$ cat src/adcc_pkg.sv
// Shared types and constants of the converter control block.
// Assumes one synchronous clock domain; analog parts sit outside.
package adcc_pkg;
	localparam int          RES_W        = 16;
	localparam int          ACC_W        = 21;
	localparam logic [4:0]  CHAN_OFF     = 5'h1F;
	localparam logic [2:0]  SAMPLE_TICKS = 3'h4;
	localparam logic [15:0] DAC_MSB      = 16'h8000;
	localparam logic [15:0] DAC_LSB      = 16'h0001;
	localparam logic [1:0]  MODE_8       = 2'h0;
	localparam logic [1:0]  MODE_12      = 2'h1;
	localparam logic [1:0]  MODE_10      = 2'h2;
	localparam logic [1:0]  MODE_16      = 2'h3;
	localparam logic [4:0]  BITS_8       = 5'h08;
	localparam logic [4:0]  BITS_9       = 5'h09;
	localparam logic [4:0]  BITS_10      = 5'h0A;
	localparam logic [4:0]  BITS_11      = 5'h0B;
	localparam logic [4:0]  BITS_12      = 5'h0C;
	localparam logic [4:0]  BITS_13      = 5'h0D;
	localparam logic [4:0]  BITS_16      = 5'h10;
	localparam logic [2:0]  AVG_SH_MIN   = 3'h2;
	localparam logic [5:0]  AVG_CNT_MIN  = 6'h04;

	typedef struct packed {
		logic       int_en;
		logic       differential_select_bit;
		logic [4:0] chan;
	} adcc_ctrl_type;

	typedef struct packed {
		logic [1:0] mode;
		logic [1:0] clk_sel;
		logic       hw_trig;
		logic [1:0] trig_sel;
		logic       cont;
		logic       avg_en;
		logic [1:0] avg_sel;
		logic       cmp_en;
		logic       cmp_gt;
		logic       cmp_ren;
		logic       dma_en;
	} adcc_cfg_type;

	typedef struct packed {
		logic       differential_select_bit;
		logic [4:0] chan;
	} adcc_mux_type;

	typedef enum logic [2:0] {
		ST_IDLE = 3'h1,
		ST_RUN  = 3'h2,
		ST_END  = 3'h4
	} adcc_st_type;

	typedef enum logic [2:0] {
		SAR_IDLE = 3'h1,
		SAR_SAMP = 3'h2,
		SAR_CONV = 3'h4
	} adcc_sar_st_type;

	function automatic logic [4:0] adcc_res_bits(input logic [1:0] mode, input logic differential_select_bit);
		case (mode)
			MODE_8:  adcc_res_bits = differential_select_bit ? BITS_9 : BITS_8;
			MODE_12: adcc_res_bits = differential_select_bit ? BITS_13 : BITS_12;
			MODE_10: adcc_res_bits = differential_select_bit ? BITS_11 : BITS_10;
			default: adcc_res_bits = BITS_16;
		endcase
	endfunction : adcc_res_bits
endpackage : adcc_pkg

$ cat src/adcc_cmpr.sv
// Compare function on a finished result against one or two values.
// Assumes signed operands when the result came from a differential input.
module adcc_cmpr (
	input  wire logic [adcc_pkg::RES_W-1:0] i_res,
	input  wire logic [adcc_pkg::RES_W-1:0] i_cv1,
	input  wire logic [adcc_pkg::RES_W-1:0] i_cv2,
	input  wire logic                       i_signed,
	input  wire logic                       i_gt,
	input  wire logic                       i_ren,
	output logic                            o_hit
);
	import adcc_pkg::*;

	function automatic logic lt(input logic [15:0] a, input logic [15:0] b, input logic sg);
		lt = sg ? ((a ^ DAC_MSB) < (b ^ DAC_MSB)) : (a < b);
	endfunction : lt

	logic lt1;
	logic gt2;
	logic ord;

	always_comb begin
		lt1 = lt(i_res, i_cv1, i_signed);
		gt2 = lt(i_cv2, i_res, i_signed);
		ord = !lt(i_cv2, i_cv1, i_signed);
		case ({i_gt, i_ren})
			2'h0: o_hit = lt1;
			2'h2: o_hit = !lt1;
			2'h1: o_hit = ord ? (lt1 || gt2) : (lt1 && gt2);
			2'h3: o_hit = ord ? (!lt1 && !gt2) : (!lt1 || !gt2);
			default: o_hit = 1'b0;
		endcase
	end
endmodule : adcc_cmpr

$ cat src/adcc_sar.sv
// Successive approximation sequencer: sample phase, then one bit per tick.
// Assumes the external comparator output is settled at each tick.
module adcc_sar (
	input  wire logic                       i_ref_clk,
	input  wire logic                       i_resetn,
	input  wire logic                       i_start,
	input  wire logic                       i_abort,
	input  wire logic                       i_tick,
	input  wire logic [4:0]                 i_nbits,
	input  wire logic                       i_cmp,
	output logic      [adcc_pkg::RES_W-1:0] o_dac_code,
	output logic                            o_sample,
	output logic                            o_done,
	output logic      [adcc_pkg::RES_W-1:0] o_raw
);
	import adcc_pkg::*;

	typedef struct packed {
		adcc_sar_st_type st;
		logic [2:0]      cnt;
		logic [3:0]      bitp;
		logic [15:0]     code;
		logic [15:0]     dac;
		logic            sample;
		logic            done;
		logic [15:0]     raw;
	} adcc_sar_state_type;

	adcc_sar_state_type s_q;
	adcc_sar_state_type s_d;
	logic [3:0]         lsb;
	logic [15:0]        keep;

	always_comb begin
		s_d = s_q;
		s_d.done = 1'b0;
		lsb = 4'(BITS_16 - i_nbits);
		keep = i_cmp ? s_q.dac : s_q.code;
		if (i_start) begin
			s_d.st = SAR_SAMP;
			s_d.sample = 1'b1;
			s_d.cnt = 3'h0;
			s_d.dac = 16'h0000;
		end else if (i_abort) begin
			s_d.st = SAR_IDLE;
			s_d.sample = 1'b0;
			s_d.dac = 16'h0000;
		end else begin
			case (s_q.st)
				SAR_IDLE: s_d.st = SAR_IDLE;
				SAR_SAMP: if (i_tick) begin
					s_d.cnt = s_q.cnt + 3'h1;
					if (s_q.cnt == SAMPLE_TICKS - 3'h1) begin
						s_d.st = SAR_CONV;
						s_d.sample = 1'b0;
						s_d.code = 16'h0000;
						s_d.dac = DAC_MSB;
						s_d.bitp = 4'hF;
					end
				end
				SAR_CONV: if (i_tick) begin
					s_d.code = keep;
					// Stopping at the mode's LSB gives the selected resolution
					if (s_q.bitp == lsb) begin
						s_d.st = SAR_IDLE;
						s_d.done = 1'b1;
						s_d.raw = keep >> lsb;
						s_d.dac = 16'h0000;
					end else begin
						s_d.bitp = s_q.bitp - 4'h1;
						s_d.dac = keep | (DAC_LSB << (s_q.bitp - 4'h1));
					end
				end
				default: s_d.st = SAR_IDLE;
			endcase
		end
	end

	always_ff @(posedge i_ref_clk or negedge i_resetn) begin
		if (!i_resetn) begin
			s_q <= '{st: SAR_IDLE, default: '0};
		end else begin
			s_q <= s_d;
		end
	end

	assign o_dac_code = s_q.dac;
	assign o_sample   = s_q.sample;
	assign o_done     = s_q.done;
	assign o_raw      = s_q.raw;

	a_raw_width: assert property (@(posedge i_ref_clk) disable iff (!i_resetn)
		o_done |-> ((o_raw >> i_nbits) == 16'h0000))
		else $error("raw result wider than resolution");
endmodule : adcc_sar

$ cat src/adcc_top.sv
// Conversion control of a successive approximation converter.
// Assumes all inputs synchronous to i_ref_clk; analog mux, DAC and comparator outside.
module adcc_top (
	input  wire logic                       i_ref_clk,
	input  wire logic                       i_resetn,
	input  wire adcc_pkg::adcc_ctrl_type    i_ctrl_a,
	input  wire logic                       i_ctrl_a_wr,
	input  wire adcc_pkg::adcc_ctrl_type    i_ctrl_b,
	input  wire logic                       i_ctrl_b_wr,
	input  wire adcc_pkg::adcc_cfg_type     i_cfg,
	input  wire logic [adcc_pkg::RES_W-1:0] i_cv1,
	input  wire logic [adcc_pkg::RES_W-1:0] i_cv2,
	input  wire logic [3:0]                 i_trig_src,
	input  wire logic                       i_trig_ab,
	input  wire logic [3:0]                 i_clk_tick,
	input  wire logic                       i_sar_cmp,
	input  wire logic [1:0]                 i_rd_result,
	output logic      [adcc_pkg::RES_W-1:0] o_dac_code,
	output logic                            o_sample,
	output adcc_pkg::adcc_mux_type          o_mux,
	output logic      [adcc_pkg::RES_W-1:0] o_result_a,
	output logic      [adcc_pkg::RES_W-1:0] o_result_b,
	output logic      [1:0]                 o_conversion_complete_flag,
	output logic                            o_irq,
	output logic                            o_dma_req,
	output logic                            o_busy,
	output logic                            o_active
);
	import adcc_pkg::*;

	typedef struct packed {
		adcc_st_type                 st;
		adcc_ctrl_type [1:0]         regs;
		logic                        act;
		adcc_mux_type                mux;
		logic                        start;
		logic                        abort;
		logic [ACC_W-1:0]            acc;
		logic [5:0]                  acnt;
		logic [15:0]                 fmt;
		logic [1:0][15:0]            res;
		logic [1:0]                  conversion_complete_flag;
		logic                        irq;
		logic                        dma;
		logic                        busy;
	} adcc_top_state_type;

	adcc_top_state_type s_q;
	adcc_top_state_type s_d;

	// Differential pairs only exist on channels 0..3
	function automatic adcc_mux_type mux_of(input adcc_ctrl_type c);
		mux_of.differential_select_bit = c.differential_select_bit;
		mux_of.chan = c.differential_select_bit ? {3'h0, c.chan[1:0]} : c.chan;
	endfunction : mux_of

	function automatic logic [15:0] fmt_result(
		input logic [15:0] raw,
		input logic [4:0]  nb,
		input logic        differential_select_bit
	);
		logic [15:0] top_bit;
		logic [15:0] x;
		top_bit = DAC_LSB << (nb - 5'h01);
		x = raw ^ top_bit;
		if (!differential_select_bit) begin
			fmt_result = raw;
		end else if ((x & top_bit) != 16'h0000) begin
			fmt_result = x | (~16'h0000 << nb);
		end else begin
			fmt_result = x;
		end
	endfunction : fmt_result

	function automatic logic [ACC_W-1:0] ext(input logic [15:0] v, input logic differential_select_bit);
		ext = differential_select_bit ? {{5{v[15]}}, v} : {5'h00, v};
	endfunction : ext

	logic             tick;
	logic             hw_ev;
	logic             go_sw;
	logic             go_hw;
	logic [4:0]       nbits;
	logic [15:0]      raw;
	logic             sar_done;
	logic [15:0]      f;
	logic [ACC_W-1:0] sum;
	logic [5:0]       cnt_tgt;
	logic [2:0]       sh;
	logic             cmp_raw;
	logic             hit;
	adcc_ctrl_type    hw_c;

	assign tick    = i_clk_tick[i_cfg.clk_sel];
	assign hw_ev   = i_cfg.hw_trig && i_trig_src[i_cfg.trig_sel];
	assign nbits   = adcc_res_bits(i_cfg.mode, s_q.mux.differential_select_bit);
	assign cnt_tgt = AVG_CNT_MIN << i_cfg.avg_sel;
	assign sh      = AVG_SH_MIN + {1'b0, i_cfg.avg_sel};

	adcc_sar u_sar (
		.i_ref_clk  (i_ref_clk),
		.i_resetn   (i_resetn),
		.i_start    (s_q.start),
		.i_abort    (s_q.abort),
		.i_tick     (tick),
		.i_nbits    (nbits),
		.i_cmp      (i_sar_cmp),
		.o_dac_code (o_dac_code),
		.o_sample   (o_sample),
		.o_done     (sar_done),
		.o_raw      (raw)
	);

	adcc_cmpr u_cmpr (
		.i_res    (s_q.fmt),
		.i_cv1    (i_cv1),
		.i_cv2    (i_cv2),
		.i_signed (s_q.mux.differential_select_bit),
		.i_gt     (i_cfg.cmp_gt),
		.i_ren    (i_cfg.cmp_ren),
		.o_hit    (cmp_raw)
	);

	// A failed compare drops the result and leaves the flag untouched
	assign hit = !i_cfg.cmp_en || cmp_raw;

	always_comb begin
		s_d = s_q;
		s_d.start = 1'b0;
		s_d.abort = 1'b0;
		s_d.dma = 1'b0;
		f = fmt_result(raw, nbits, s_q.mux.differential_select_bit);
		sum = s_q.acc + ext(f, s_q.mux.differential_select_bit);
		// Writing a register restarts its flag; reads clear flags too
		if (i_ctrl_a_wr) begin
			s_d.regs[0] = i_ctrl_a;
			s_d.conversion_complete_flag[0] = 1'b0;
		end
		if (i_ctrl_b_wr) begin
			s_d.regs[1] = i_ctrl_b;
			s_d.conversion_complete_flag[1] = 1'b0;
		end
		for (int i = 0; i < 2; i++) begin
			if (i_rd_result[i]) begin
				s_d.conversion_complete_flag[i] = 1'b0;
			end
		end
		hw_c = s_d.regs[i_trig_ab];
		go_sw = !i_cfg.hw_trig && i_ctrl_a_wr && (i_ctrl_a.chan != CHAN_OFF);
		go_hw = hw_ev && (s_q.st == ST_IDLE) && (hw_c.chan != CHAN_OFF);
		case (s_q.st)
			ST_IDLE: s_d.st = ST_IDLE;
			ST_RUN: if (sar_done) begin
				if (i_cfg.avg_en) begin
					s_d.acc = sum;
					s_d.acnt = s_q.acnt + 6'h01;
					if (s_q.acnt + 6'h01 >= cnt_tgt) begin
						s_d.fmt = s_q.mux.differential_select_bit ? 16'($signed(sum) >>> sh) : 16'(sum >> sh);
						s_d.st = ST_END;
					end else begin
						s_d.start = 1'b1;
					end
				end else begin
					s_d.fmt = f;
					s_d.st = ST_END;
				end
			end
			ST_END: begin
				if (hit) begin
					s_d.res[s_q.act] = s_q.fmt;
					s_d.conversion_complete_flag[s_q.act] = 1'b1;
					s_d.dma = i_cfg.dma_en;
				end
				s_d.acc = '0;
				s_d.acnt = 6'h00;
				if (i_cfg.cont) begin
					s_d.start = 1'b1;
					s_d.st = ST_RUN;
				end else begin
					s_d.st = ST_IDLE;
				end
			end
			default: s_d.st = ST_IDLE;
		endcase
		// Rewriting the register in control aborts its conversion
		// Placed after the case so an abort on the last step also drops a pending restart
		if (s_q.st != ST_IDLE && !go_sw) begin
			if ((i_ctrl_a_wr && !s_q.act) || (i_ctrl_b_wr && s_q.act)) begin
				s_d.abort = 1'b1;
				s_d.start = 1'b0;
				s_d.st = ST_IDLE;
			end
		end
		if (go_sw || go_hw) begin
			s_d.act = go_hw ? i_trig_ab : 1'b0;
			s_d.mux = mux_of(go_hw ? hw_c : i_ctrl_a);
			s_d.start = 1'b1;
			s_d.abort = 1'b0;
			s_d.acc = '0;
			s_d.acnt = 6'h00;
			s_d.st = ST_RUN;
		end
		s_d.irq = |(s_d.conversion_complete_flag & {s_d.regs[1].int_en, s_d.regs[0].int_en});
		s_d.busy = (s_d.st != ST_IDLE);
	end

	always_ff @(posedge i_ref_clk or negedge i_resetn) begin
		if (!i_resetn) begin
			s_q <= '{st: ST_IDLE, regs: {2{7'h1F}}, default: '0};
		end else begin
			s_q <= s_d;
		end
	end

	assign o_mux      = s_q.mux;
	assign o_result_a = s_q.res[0];
	assign o_result_b = s_q.res[1];
	assign o_conversion_complete_flag     = s_q.conversion_complete_flag;
	assign o_irq      = s_q.irq;
	assign o_dma_req  = s_q.dma;
	assign o_busy     = s_q.busy;
	assign o_active   = s_q.act;

	a_flag_on_end: assert property (@(posedge i_ref_clk) disable iff (!i_resetn)
		(s_q.st == ST_END && hit && !s_q.act && !i_ctrl_a_wr) |=> o_conversion_complete_flag[0])
		else $error("completion flag not set");

	a_irq_cause: assert property (@(posedge i_ref_clk) disable iff (!i_resetn)
		o_irq |-> |o_conversion_complete_flag)
		else $error("interrupt without flag");

	a_single_idle: assert property (@(posedge i_ref_clk) disable iff (!i_resetn)
		(s_q.st == ST_END && !i_cfg.cont && !go_sw && !go_hw) |=> !o_busy)
		else $error("single conversion did not return to idle");

	a_dma_pulse: assert property (@(posedge i_ref_clk) disable iff (!i_resetn)
		(s_q.st == ST_END && hit && i_cfg.dma_en) |=> o_dma_req ##1 !o_dma_req)
		else $error("dma request missing or too long");

	a_dma_off: assert property (@(posedge i_ref_clk) disable iff (!i_resetn)
		!i_cfg.dma_en |=> !o_dma_req)
		else $error("dma request while disabled");

	a_sw_start_a: assert property (@(posedge i_ref_clk) disable iff (!i_resetn)
		(!i_cfg.hw_trig && i_ctrl_a_wr && i_ctrl_a.chan != CHAN_OFF) |=> (o_busy && !o_active))
		else $error("software write did not start conversion");

	a_b_soft_idle: assert property (@(posedge i_ref_clk) disable iff (!i_resetn)
		(!i_cfg.hw_trig && s_q.st == ST_IDLE && !i_ctrl_a_wr) |=> !o_busy)
		else $error("conversion started without trigger");

	a_hw_select: assert property (@(posedge i_ref_clk) disable iff (!i_resetn)
		go_hw |=> (o_active == $past(i_trig_ab)) && o_busy)
		else $error("hardware trigger chose wrong register");

	a_cmp_gate: assert property (@(posedge i_ref_clk) disable iff (!i_resetn)
		(s_q.st == ST_END && !hit) |=> ($stable(o_result_a) && $stable(o_result_b)))
		else $error("result stored despite failed compare");

	a_se_unsigned: assert property (@(posedge i_ref_clk) disable iff (!i_resetn)
		(s_q.st == ST_RUN && sar_done && !s_q.mux.differential_select_bit && i_cfg.mode == MODE_8
			&& !i_cfg.avg_en) |=> (s_q.fmt[15:8] == 8'h00))
		else $error("single-ended result not right-justified");

	a_avg_flag: assert property (@(posedge i_ref_clk) disable iff (!i_resetn)
		$rose(o_conversion_complete_flag[0]) |-> ($past(s_q.st) == ST_END))
		else $error("flag set outside result stage");

	a_abort_idle: assert property (@(posedge i_ref_clk) disable iff (!i_resetn)
		(s_q.st != ST_IDLE && !go_sw && i_ctrl_a_wr && !s_q.act)
			|=> !o_busy)
		else $error("rewrite of register in control did not abort");

	a_owner_hold: assert property (@(posedge i_ref_clk) disable iff (!i_resetn)
		(s_q.st != ST_IDLE && !go_sw) |=> ($stable(o_active) && $stable(o_mux)))
		else $error("control changed hands during a conversion");

	a_b_write_keeps: assert property (@(posedge i_ref_clk) disable iff (!i_resetn)
		(s_q.st == ST_RUN && !sar_done && !s_q.act && i_ctrl_b_wr && !i_ctrl_a_wr)
			|=> o_busy)
		else $error("write to idle register disturbed conversion");

	a_off_no_start: assert property (@(posedge i_ref_clk) disable iff (!i_resetn)
		(!i_cfg.hw_trig && s_q.st == ST_IDLE && i_ctrl_a_wr && i_ctrl_a.chan == CHAN_OFF)
			|=> !o_busy)
		else $error("channel off started a conversion");

	a_cont_restart: assert property (@(posedge i_ref_clk) disable iff (!i_resetn)
		(s_q.st == ST_END && i_cfg.cont && !i_ctrl_a_wr && !i_ctrl_b_wr) |=> o_busy)
		else $error("continuous mode stopped after a result");

	// The abort needs one cycle to reach the sequencer, so that cycle is exempt
	a_dac_idle: assert property (@(posedge i_ref_clk) disable iff (!i_resetn)
		(s_q.st == ST_IDLE && !s_q.abort) |-> (o_dac_code == 16'h0000 && !o_sample))
		else $error("converter still active while idle");

	a_start_sample: assert property (@(posedge i_ref_clk) disable iff (!i_resetn)
		s_q.start |=> o_sample)
		else $error("start did not close the sample switch");

	a_rd_clears: assert property (@(posedge i_ref_clk) disable iff (!i_resetn)
		(i_rd_result[0] && !(s_q.st == ST_END && hit && !s_q.act)) |=> !o_conversion_complete_flag[0])
		else $error("read did not clear completion flag");

	a_irq_gate: assert property (@(posedge i_ref_clk) disable iff (!i_resetn)
		(|(o_conversion_complete_flag & {s_q.regs[1].int_en, s_q.regs[0].int_en})) |-> o_irq)
		else $error("enabled flag without interrupt");

	a_dma_flag: assert property (@(posedge i_ref_clk) disable iff (!i_resetn)
		o_dma_req |-> (|o_conversion_complete_flag))
		else $error("dma request without completion flag");

	// Keyed to the done cycle, since the configuration may change at any time
	a_differential_select_bit_sign: assert property (@(posedge i_ref_clk) disable iff (!i_resetn)
		(s_q.st == ST_END && s_q.mux.differential_select_bit && $past(sar_done) && !$past(i_cfg.avg_en)
			&& $past(i_cfg.mode) == MODE_8) |-> (s_q.fmt[15:8] == {8{s_q.fmt[8]}}))
		else $error("differential result not sign-extended");
endmodule : adcc_top

$ cat config.mk
export PLATFORM = sky130hd
export DESIGN_NAME = adcc_top
export DESIGN_NICKNAME = d
export VERILOG_FILES = /design/src/adcc_pkg.sv /design/src/adcc_cmpr.sv /design/src/adcc_sar.sv /design/src/adcc_top.sv
export SDC_FILE = /design/constraint.sdc
export NUM_CORES = 1
export LEC_CHECK = 0
export ABC_CLOCK_PERIOD_IN_PS = 7410
export BUFFER_PORTS_ARGS = -buffer_cell sky130_fd_sc_hd__buf_2
export CAP_MARGIN = 20
export CORE_MARGIN = 8
export CORE_UTILIZATION = 60
export DETAILED_ROUTE_END_ITERATION = 10
export PLACE_DENSITY = 0.85
export RECOVER_POWER = 25
export SLEW_MARGIN = 40
export SYNTH_ARGS = -nofsm -noshare
export SYNTH_HDL_FRONTEND = slang
export SYNTH_SLANG_ARGS = --single-unit
$ cat constraint.sdc
create_clock -name i_ref_clk -period 7.41 [get_ports i_ref_clk]
set_input_delay 0.741 -clock i_ref_clk [delete_from_list [all_inputs] [get_ports i_ref_clk]]
set_output_delay 0.741 -clock i_ref_clk [all_outputs]
set_load 0.1 [all_outputs]
# Word level (Yosys, flattened, before mapping)
# Cells that the tools add are included.
# word_totals
out_inout_bits	61
wordCells	220
ff_bits	166
# classes
n_bitwise	11
n_mux	82
n_lt_le_gt_ge	12
add_sub_neg	7
shifts	7
n_reduce_logical	44
eq_ne	28
# ops
op	count
16-bit 2-to-1 mux	8
17-bit 2-to-1 mux	7
16-bit less-than comparator	6
43-bit 2-to-1 mux	2
36-bit one-hot mux with 2 select lines	1
27-bit one-hot mux with 2 select lines	1
37-bit 2-to-1 mux	1
36-bit 2-to-1 mux	1
3-bit 2-to-1 mux	11
32-bit bitwise mux	1
16-bit bitwise OR	2
29-bit 2-to-1 mux	1
27-bit 2-to-1 mux	1
6-bit 2-to-1 mux	4
1-bit 2-to-1 mux	23
23-bit 2-to-1 mux	1
21-bit adder	1
21-bit 2-to-1 mux	1
21-bit by 3-bit >> shifter with 16-bit output	1
21-bit by 3-bit >>> shifter with 16-bit output	1
16-bit AND	1
16-bit demux with 1-bit select	1
16-bit nonzero test	1
1-bit by 4-bit << shifter with 16-bit output (first input constant)	1
56 further kinds	112

# Depth between registers and ports, before layout
# Gate-level depths: netlist (run 1).
# depth
ltp_word	18
depth_mapped	28
mapped_depth_nobuf	24

# Modules after synthesis
# From an unflattened synthesis (run 1), not the netlist that was laid out.
# hier_totals
hier_cells	1314
hier_area_um2	12185.4
# by_module_without_submodules
module	n_inst	cells_per_inst	area_each_um2
adcc_top	1	763	7206.9
adcc_sar	1	398	3792.4
adcc_cmpr	1	153	1186.1

# Least setup slack after synthesis (run 1)
# Ideal clock, no wire load.
# synth_path
path_type	input to register
startpoint	input port i_cfg[13] in the netlist's numbering
endpoint	register s_q[48] in the netlist's numbering
stages	28
required_ps	7274
t_arrival_ps	5404
slack_ps	1870
path_cell_list	inv_1 -> ha_1 -> nor3_1 -> nor3_1 -> buf_2 -> inv_1 -> buf_1 -> nand2b_1 -> clkbuf_1 -> nor2_1 -> and2_1 -> ha_1 -> nor4_1 -> a41o_2 -> o21ai_0 -> nand2_1 -> o21ai_0 -> ha_1 -> clkbuf_1 -> nand2_1 -> nor2_1 -> inv_1 -> o31ai_2 -> nor2_1 -> xor2_1 -> mux2i_1 -> a311oi_1 -> o21ai_0
# synth_via
elab_chain_len	15
word_cells_on_any_way	20
# synth_lines
element	line_no	text
start: declaration	adcc_top.sv:10	input wire adcc_pkg::adcc_cfg_type i_cfg,
2-bit == test, or another cell as far along	adcc_pkg.sv:62	case (mode)
5-bit one-hot mux with 3 select lines *	adcc_pkg.sv:62	
5-bit by 1-bit subtractor with 5-bit output	adcc_top.sv:64	top_bit = DAC_LSB << (nb - 5'h01);
1-bit by 5-bit << shifter with 16-bit output	adcc_top.sv:64	
16-bit bitwise XOR	adcc_top.sv:65	x = raw ^ top_bit;
16-bit AND	adcc_top.sv:68	end else if ((x & top_bit) != 16'h0000) begin
16-bit nonzero test	adcc_top.sv:68	
16-bit 2-to-1 mux *	adcc_top.sv:68	
16-bit 2-to-1 mux *	adcc_top.sv:66	if (!differential_select_bit) begin
21-bit 2-to-1 mux	adcc_top.sv:76	ext = differential_select_bit ? {{5{v[15]}}, v} : {5'h00, v};
21-bit adder	adcc_top.sv:133	sum = s_q.acc + ext(f, s_q.mux.differential_select_bit);
21-bit by 3-bit >> shifter with 16-bit output or 21-bit by 3-bit >>> shifter with 16-bit output (tied branches)	adcc_top.sv:158	s_d.fmt = s_q.mux.differential_select_bit ? 16'($signed(sum) >>> sh) : 16'(sum >> sh);
16-bit 2-to-1 mux	adcc_top.sv:158	
16-bit 2-to-1 mux	adcc_top.sv:157	if (s_q.acnt + 6'h01 >= cnt_tgt) begin
16-bit 2-to-1 mux *	adcc_top.sv:154	if (i_cfg.avg_en) begin
end signal: assignment	adcc_top.sv:209	s_q <= '{st: ST_IDLE, regs: {2{7'h1F}}, default: '0};
end signal: assignment	adcc_top.sv:211	s_q <= s_d;
end: declaration	adcc_top.sv:48	adcc_top_state_type s_q;
# Mark *: on every way between the ends. The rest lies on a longest branch, timed or not. The select of a mux whose other input is x is not followed.
# A chain may end at the register's enable or synchronous reset.

# Final worst setup path (run 1)
# layout_path
startpoint	input port i_cfg[14] in the netlist's numbering
endpoint	register s_q[51] in the netlist's numbering
# The elaborated chain is that of the path after synthesis.

==> impl_metrics.yaml, run 1 <==
routing:
  dr.pass1.iters: 5
  dr_total_vias: 9910
  detail-route-antenna-nets: 0
  drc_errors: 0
  viasPerCell: 6.12
  drt_iter0_drc: 718
  wl_per_cell_um: 19.0
  wl_um: 30700
power_and_ir_drop:
  power.density_mw_per_mm2: 221
  ir_drop_v: 0.000189
  leakage_nw: 6.32
hold_path:
  worstHoldEndpoint: "s_q[104]"
  worstHoldStart: "u_sar.o_done"
  whs_path_depth: 1
  hp-class: "flop to flop"
job:
  maxCapViolations: 1
die:
  io_pins: 138
  rows: 51
  dieWidth_um: 156
  die-area_mm2: 0.0244
  die_h_um: 156
  start_util_pct: 60.8
  core_mm2: 0.0194
cells_and_area:
  regArea_mm2: 0.00417
  utilization_pct: 66.3
  multiInputGateArea_mm2: 0.00671
  area_growth_pct: 9.10
  diodes: 0
  nets: 1523
  drive_gt1_share_pct: 19.9
  n_fill_cell: 1523
sta:
  finalHoldViolCount: 0
  fin_crit_sh_pct: 83.0
  timing.fmax_mhz: 163
  finalCriticalPeriod_ns: 6.15
  rsz0062_at_grt: "false"
  final-setup-viol-count: 0
  max_slew_margin_pct: -219
  max_slew.worst_pin.slew_ns: 4.78
  finalSetupTns_ns: 0
  finClkSkew_ns: 0.0124
  slew_violations: 87
synth:
  synth-seq-area-share_pct: 35.3
  synth_commonest_cells: "dfrtp_1, nand2_1, nor2_1, ha_1, a21oi_1"
  synth-edff-count: 0
  syn-instance-count: 1284
  avgSynthCellArea_um2: 9.19
  syn-num-nets: 1466
  synth.area.top_cells: "dfrtp_1, ha_1, mux2_2, a21oi_1, nand2_1"
  synthArstFlopShare_pct: 100
  yosysMostFrequentCell: "dfrtp_1"
  synth.top_cell.area_share_pct: 32.7
  syn_area_mm2: 0.0118
  synth_top_area_cell: "dfrtp_1"
  synth_warnings: 0
  ys_types: 81
  synth_ff_type: "dfrtp_1"
  ys_seq_elements: 166
placed_design:
  gp_congestion: 0.980
  place.port_buffers: 137
  hpwlAfterDp_um: 22500
global_route:
  grt_pass1_wl_um: 49500
  grt_max_degree: 87
  grt_usage_pct: 25.1
  grt_overflow: 0
  grt_pass1_vias: 9778
  antenna_found_initial: 0
clock_tree:
  post-cts-setup-buffers: 0
  cts_tree: "built"
  clockRootBuffer: "clkbuf_16"
  clock_latency_ns: 0.44
  ctsHoldBuffers: 0
  cts_buffers: 17
  cts_resized: 0
  cts_max_level: 4
  clockBufferDepth: 2
  clk_pin_slew_worst_paths_ns: 0.08
  cts_num_sinks: 166
worst_setup_path:
  cp.arrival_ns: 6.51
  rr_endpoint: "s_q[51]"
  cp_max_fo: 20
  worstSetupStartpoint: "i_cfg[14]"
  rr_startpoint: "o_mux[5]"
  worst_setup_path_start_kind: "input port"
  worstRegToRegCells: 24
  cp.required_ns: 7.77
  critPathCaptureType: "flop"
  critical_path_class: "input port to flop"
  rrSetupSlack_ns: 1.38
status:
  violations: "max-capacitance violations, max-slew violations"
  status: "finished, violations left"
-- layout by cell type, fill, tap and decap left out, types with 20 or more instances in the layout --
master / count
nand3_1: 25
nor2_1: 113
buf_2: 134
inv_1: 80
ha_1: 104
a21oi_1: 97
dfrtp_1: 154
xnor2_1: 20
mux2_2: 38
nand2_1: 123
a211oi_1: 22
mux2i_1: 44
o21ai_0: 63
-- worst max-delay path by stage --
| stage | cells after the start | to | slack, ns |
|---|---|---|---|
| finish | 26 | s_q[51] | 1.26 |
| global route | 26 | s_q[48] | 0.80 |
| CTS | 26 | s_q[48] | 1.47 |
| detailed placement | 26 | s_q[51] | 1.14 |
| global placement | 26 | s_q[48] | 1.33 |
| floorplan | 28 | s_q[48] | 1.87 |
-- layout make-up --
| class | count | area share (%) |
|---|---|---|
| Tap cell | 265 | 2.58 |
| Multi-Input combinational cell | 929 | 52.1 |
| Inverter | 82 | 2.39 |
| Timing Repair Buffer | 145 | 5.79 |
| Clock inverter | 15 | 1.41 |
| Clock buffer | 17 | 3.31 |
| Sequential cell | 166 | 32.4 |
-- power by group --
part | internal (W) | total [W] | leakage [nW] | switching, W
clock | 0.000457 | 0.000900 | 0.292 | 0.000443
combinational | 0.000284 | 0.000916 | 3.88 | 0.000632
sequential | 0.000972 | 0.00103 | 2.15 | 0.0000579
-- per-layer routing --
layer  up-vias  track usage, %  share of wire [%]  routed length, um
met1      4804            32.6                 43              13200
met3        71            5.41                8.0               2470
met4         0            9.29                2.6                813
li1       4634               -                  -                  -
met5         -               0                  0                  0
met2       401            40.6                 47              14300
-- worst max-delay path, stage by stage --
cell and delay [ns]:
buf_2 0.14, inv_1 0.09, ha_1 0.26, nor3_1 0.09, nor3_2 0.10, buf_4 0.26, inv_1 0.25, nand2b_1 0.47
nor2_1 0.11, and2_1 0.18, ha_1 0.17, nor4_1 0.46, a41o_2 0.35, o21ai_0 0.09, nand2_1 0.07, o21ai_0 0.13
ha_1 0.42, a21oi_1 0.29, o2bb2ai_1 0.13, nor4_1 0.36, o22ai_1 0.22, nor2_1 0.33, mux2i_1 0.36, xnor2_1 0.16
nand2_1 0.07, a41oi_1 0.21
-- kinds of logic after synthesis --
kind of cell             after synthesis  share of synthesized area [%]
AO/OA/AOI/OAI                        309                           17.1
XOR/XNOR                              38                           2.95
adder cells (fa/ha/maj)              105                           11.2
buffers and inverters                189                           8.03
flip-flops                           166                           35.3
multiplexers                         113                           11.3
AND/OR/NAND/NOR                      364                           14.1
-- metrics by stage --
| step | power [W] | cell area, um2 | setup slack [ns] | std cells | hold slack, ns |
|---|---|---|---|---|---|
| finish | 0.00285 | 12900 | 1.26 | 1619 | 0.456 |
| global route | 0.00298 | 12900 | 0.801 | 1619 | 0.478 |
| CTS | 0.00284 | 12900 | 1.47 | 1619 | 0.400 |
| detailed placement | 0.00194 | 12300 | 1.14 | 1587 | 0.445 |
| global placement | 0.00191 | 12200 | 1.33 | 1586 | 0.437 |
| floorplan | 0.00172 | 11800 | 1.87 | 1284 | 0.422 |
-- sequential cells by signal, summed over array words and instances, names as in the netlist --
name	flops
s_q	62
u_sar.s_q	26
o_result_a	16
o_result_b	16
u_sar.o_dac_code	16
u_sar.o_raw	16
o_mux	6
o_conversion_complete_flag	2
o_active	1
o_busy	1
o_dma_req	1
o_irq	1
u_sar.o_done	1
u_sar.o_sample	1
No activity file was read; power rests on OpenSTA's default activity.
==> inputs of run 2 (changes only) <==
--- a/config.mk
+++ b/config.mk
@@ -5,13 +5,13 @@
 export SDC_FILE = /design/constraint.sdc
 export NUM_CORES = 1
 export LEC_CHECK = 0
-export ABC_CLOCK_PERIOD_IN_PS = 7410
+export ABC_CLOCK_PERIOD_IN_PS = 5000
 export BUFFER_PORTS_ARGS = -buffer_cell sky130_fd_sc_hd__buf_2
 export CAP_MARGIN = 20
 export CORE_MARGIN = 8
-export CORE_UTILIZATION = 60
+export CORE_UTILIZATION = 54
 export DETAILED_ROUTE_END_ITERATION = 10
-export PLACE_DENSITY = 0.85
+export PLACE_DENSITY = 0.81
 export RECOVER_POWER = 25
 export SLEW_MARGIN = 40
 export SYNTH_ARGS = -nofsm -noshare
==> constraint.sdc (replaced) <==
create_clock -name i_ref_clk -period 5 [get_ports i_ref_clk]
set_input_delay 0.5 -clock i_ref_clk [delete_from_list [all_inputs] [get_ports i_ref_clk]]
set_output_delay 0.5 -clock i_ref_clk [all_outputs]
set_load 0.1 [all_outputs]
==> impl_metrics.yaml, run 2 (synthesis gave the netlist of run 1 again) <==
worst_setup_path:
  rrSetupSlack_ns: 0.30
  slowest_stage: "ha_1"
  rr_startpoint: "o_mux[5]"
  worst_setup_path_start_kind: "input port"
  worstRegToRegCells: 23
  critical_path.top_delay_family: "simple AND/OR/NAND/NOR gates"
  critPathCaptureType: "flop"
  worstSetupStartpoint: "i_cfg[13]"
  critical_path_class: "input port to flop"
  cp.required_ns: 5.28
  path_common_cell: "ha_1"
  cp_max_fo: 6
  cp.arrival_ns: 5.00
  critPathCapture: "s_q[51]"
  rr_endpoint: "s_q[51]"
  worst-path-buf-inv: 5
  cpPeakStageDelay_ns: 0.43
  path_depth: 23
  path_cells: "buf_2 -> inv_1 -> ha_1 -> xor2_1 -> nand2b_4 -> nor2_1 -> and2_1 -> ha_1 -> nor4_2 -> a41o_2 -> buf_4 -> a31oi_1 -> ha_1 -> nand3_1 -> nor2_1 -> inv_1 -> o31ai_4 -> buf_4 -> nor3_1 -> nor3_1 -> nand2_1 -> a21boi_0 -> a41oi_1"
clock_tree:
  clockRootBuffer: "clkbuf_16"
  clockBufferDepth: 2
  cts_tree: "built"
  post-cts-setup-buffers: 0
  clk_pin_slew_worst_paths_ns: 0.06
  clock_latency_ns: 0.43
  cts_num_sinks: 166
  cts_buffers: 17
  cts_max_level: 4
die:
  start_util_pct: 54.6
  core_mm2: 0.0216
  die_h_um: 164
  io_pins: 138
  die-area_mm2: 0.0268
  dieWidth_um: 164
  rows: 54
placed_design:
  place.port_buffers: 137
  gp_congestion: 0.973
  post_dp_cell_area_mm2: 0.0126
  hpwlAfterDp_um: 23100
  place_ws_ns: -0.241
sta:
  finalHoldViolCount: 0
  max_slew.worst_pin.slew_ns: 1.89
  finClkSkew_ns: 0.0121
  max_slew_margin_pct: -26.1
  fin_crit_sh_pct: 94.5
  holdWs_ns: 0.304
  timing.fmax_mhz: 212
  slew_violations: 77
  finalCriticalPeriod_ns: 4.73
  final-setup-viol-count: 0
  setup_ws_ns: 0.274
  finalSetupTns_ns: 0
cells_and_area:
  n_fill_cell: 1802
  utilization_pct: 61.3
  final_common_cell: "dfrtp_1"
  design_area_mm2: 0.0132
  diodes: 0
  regMostFlops: "s_q"
  nets: 1567
  largest_reg_flops: 62
  biggestRegsByFlops: "s_q (62), u_sar.s_q (26)"
  final_cell_mix: "dfrtp_1, buf_2, nand2_1"
  drive_gt1_share_pct: 22.9
  area_growth_pct: 12.3
global_route:
  grt_overflow: 0
  grtUsageMet2_pct: 37.2
  use_met1_pct: 29.0
  grt_max_degree: 99
  busiest_layer: "met2"
  grt_pass1_wl_um: 49500
  grt_usage_pct: 22.5
  grt_pass1_vias: 10100
  use_met3_pct: 4.59
  antenna_found_initial: 0
routing:
  wl_um: 30200
  detail-route-antenna-nets: 0
  dr_total_vias: 9985
  drc_errors: 0
  drt_iter0_drc: 758
  dr.pass1.iters: 7
  viasPerCell: 5.95
  wl_per_cell_um: 18.0
power_and_ir_drop:
  power.density_mw_per_mm2: 325
  leakage_nw: 6.53
  ir_drop_v: 0.000274
hold_path:
  worstHoldStart: "i_cfg[0]"
  hp-class: "input port to flop"
job:
  maxCapViolations: 1
status:
  status: "finished, violations left"
  violations: "max-capacitance violations, max-slew violations"
==> run 2: worst register-to-register path, delay by kind of cell, from the launching register on <==
family,cells,cell delay [ns]
compound gates,11,2.10
fa+ha+maj,3,0.87
simple gates,7,0.95
flops,1,0.41
buf+inv,2,0.23
==> run 2: how the worst min path moves through the flow <==
stage                           end  slack (ns)  cells past startpoint
after global routing        s_q[99]        0.30                      2
after global placement     s_q[104]        0.45                      1
after CTS                   s_q[55]        0.13                      1
final                     o_dma_req        0.30                      3
after detailed placement   s_q[104]        0.45                      1
after floorplan            o_active        0.20                      0
==> run 2: metrics by stage <==
stage                     cells  power [W]
after floorplan            1284    0.00257
final                      1678    0.00431
after detailed placement   1644    0.00299
after global placement     1644    0.00295
after global routing       1678    0.00452
after CTS                  1676    0.00431
==> run 2: area by class of cell <==
| type | count | area, um2 | share of cell area [%] |
|---|---|---|---|
| clock buffer | 19 | 433 | 3.27 |
| clock inverter | 13 | 144 | 1.09 |
| inverter | 82 | 308 | 2.32 |
| multi-input combinational | 929 | 6780 | 51.1 |
| sequential | 166 | 4170 | 31.5 |
| tap | 280 | 350 | 2.64 |
| timing repair buffer | 189 | 1070 | 8.06 |
==> run 2: timing repair <==
| item | CTS | global route |
|---|---|---|
| setup endpoints to repair | 1 | 15 |
| resized for setup | 1 | 10 |
| hold buffers | 0 | 1 |
| pin swaps | 0 | 0 |
| hold endpoints to repair | 0 | 20 |
==> run 2: where the power goes <==
part / internal (W) / switching, W / total, W
clock: 0.000706 / 0.000605 / 0.00131
sequential: 0.00144 / 0.0000833 / 0.00153
combinational: 0.000504 / 0.000965 / 0.00147
==> run 2: metal layers <==
layer | vias to the layer above | part of all wire [%]
met1 | 4822 | 44
met5 | - | 0
li1 | 4718 | -
met3 | 65 | 7.1
met4 | 0 | 2.3
met2 | 380 | 47
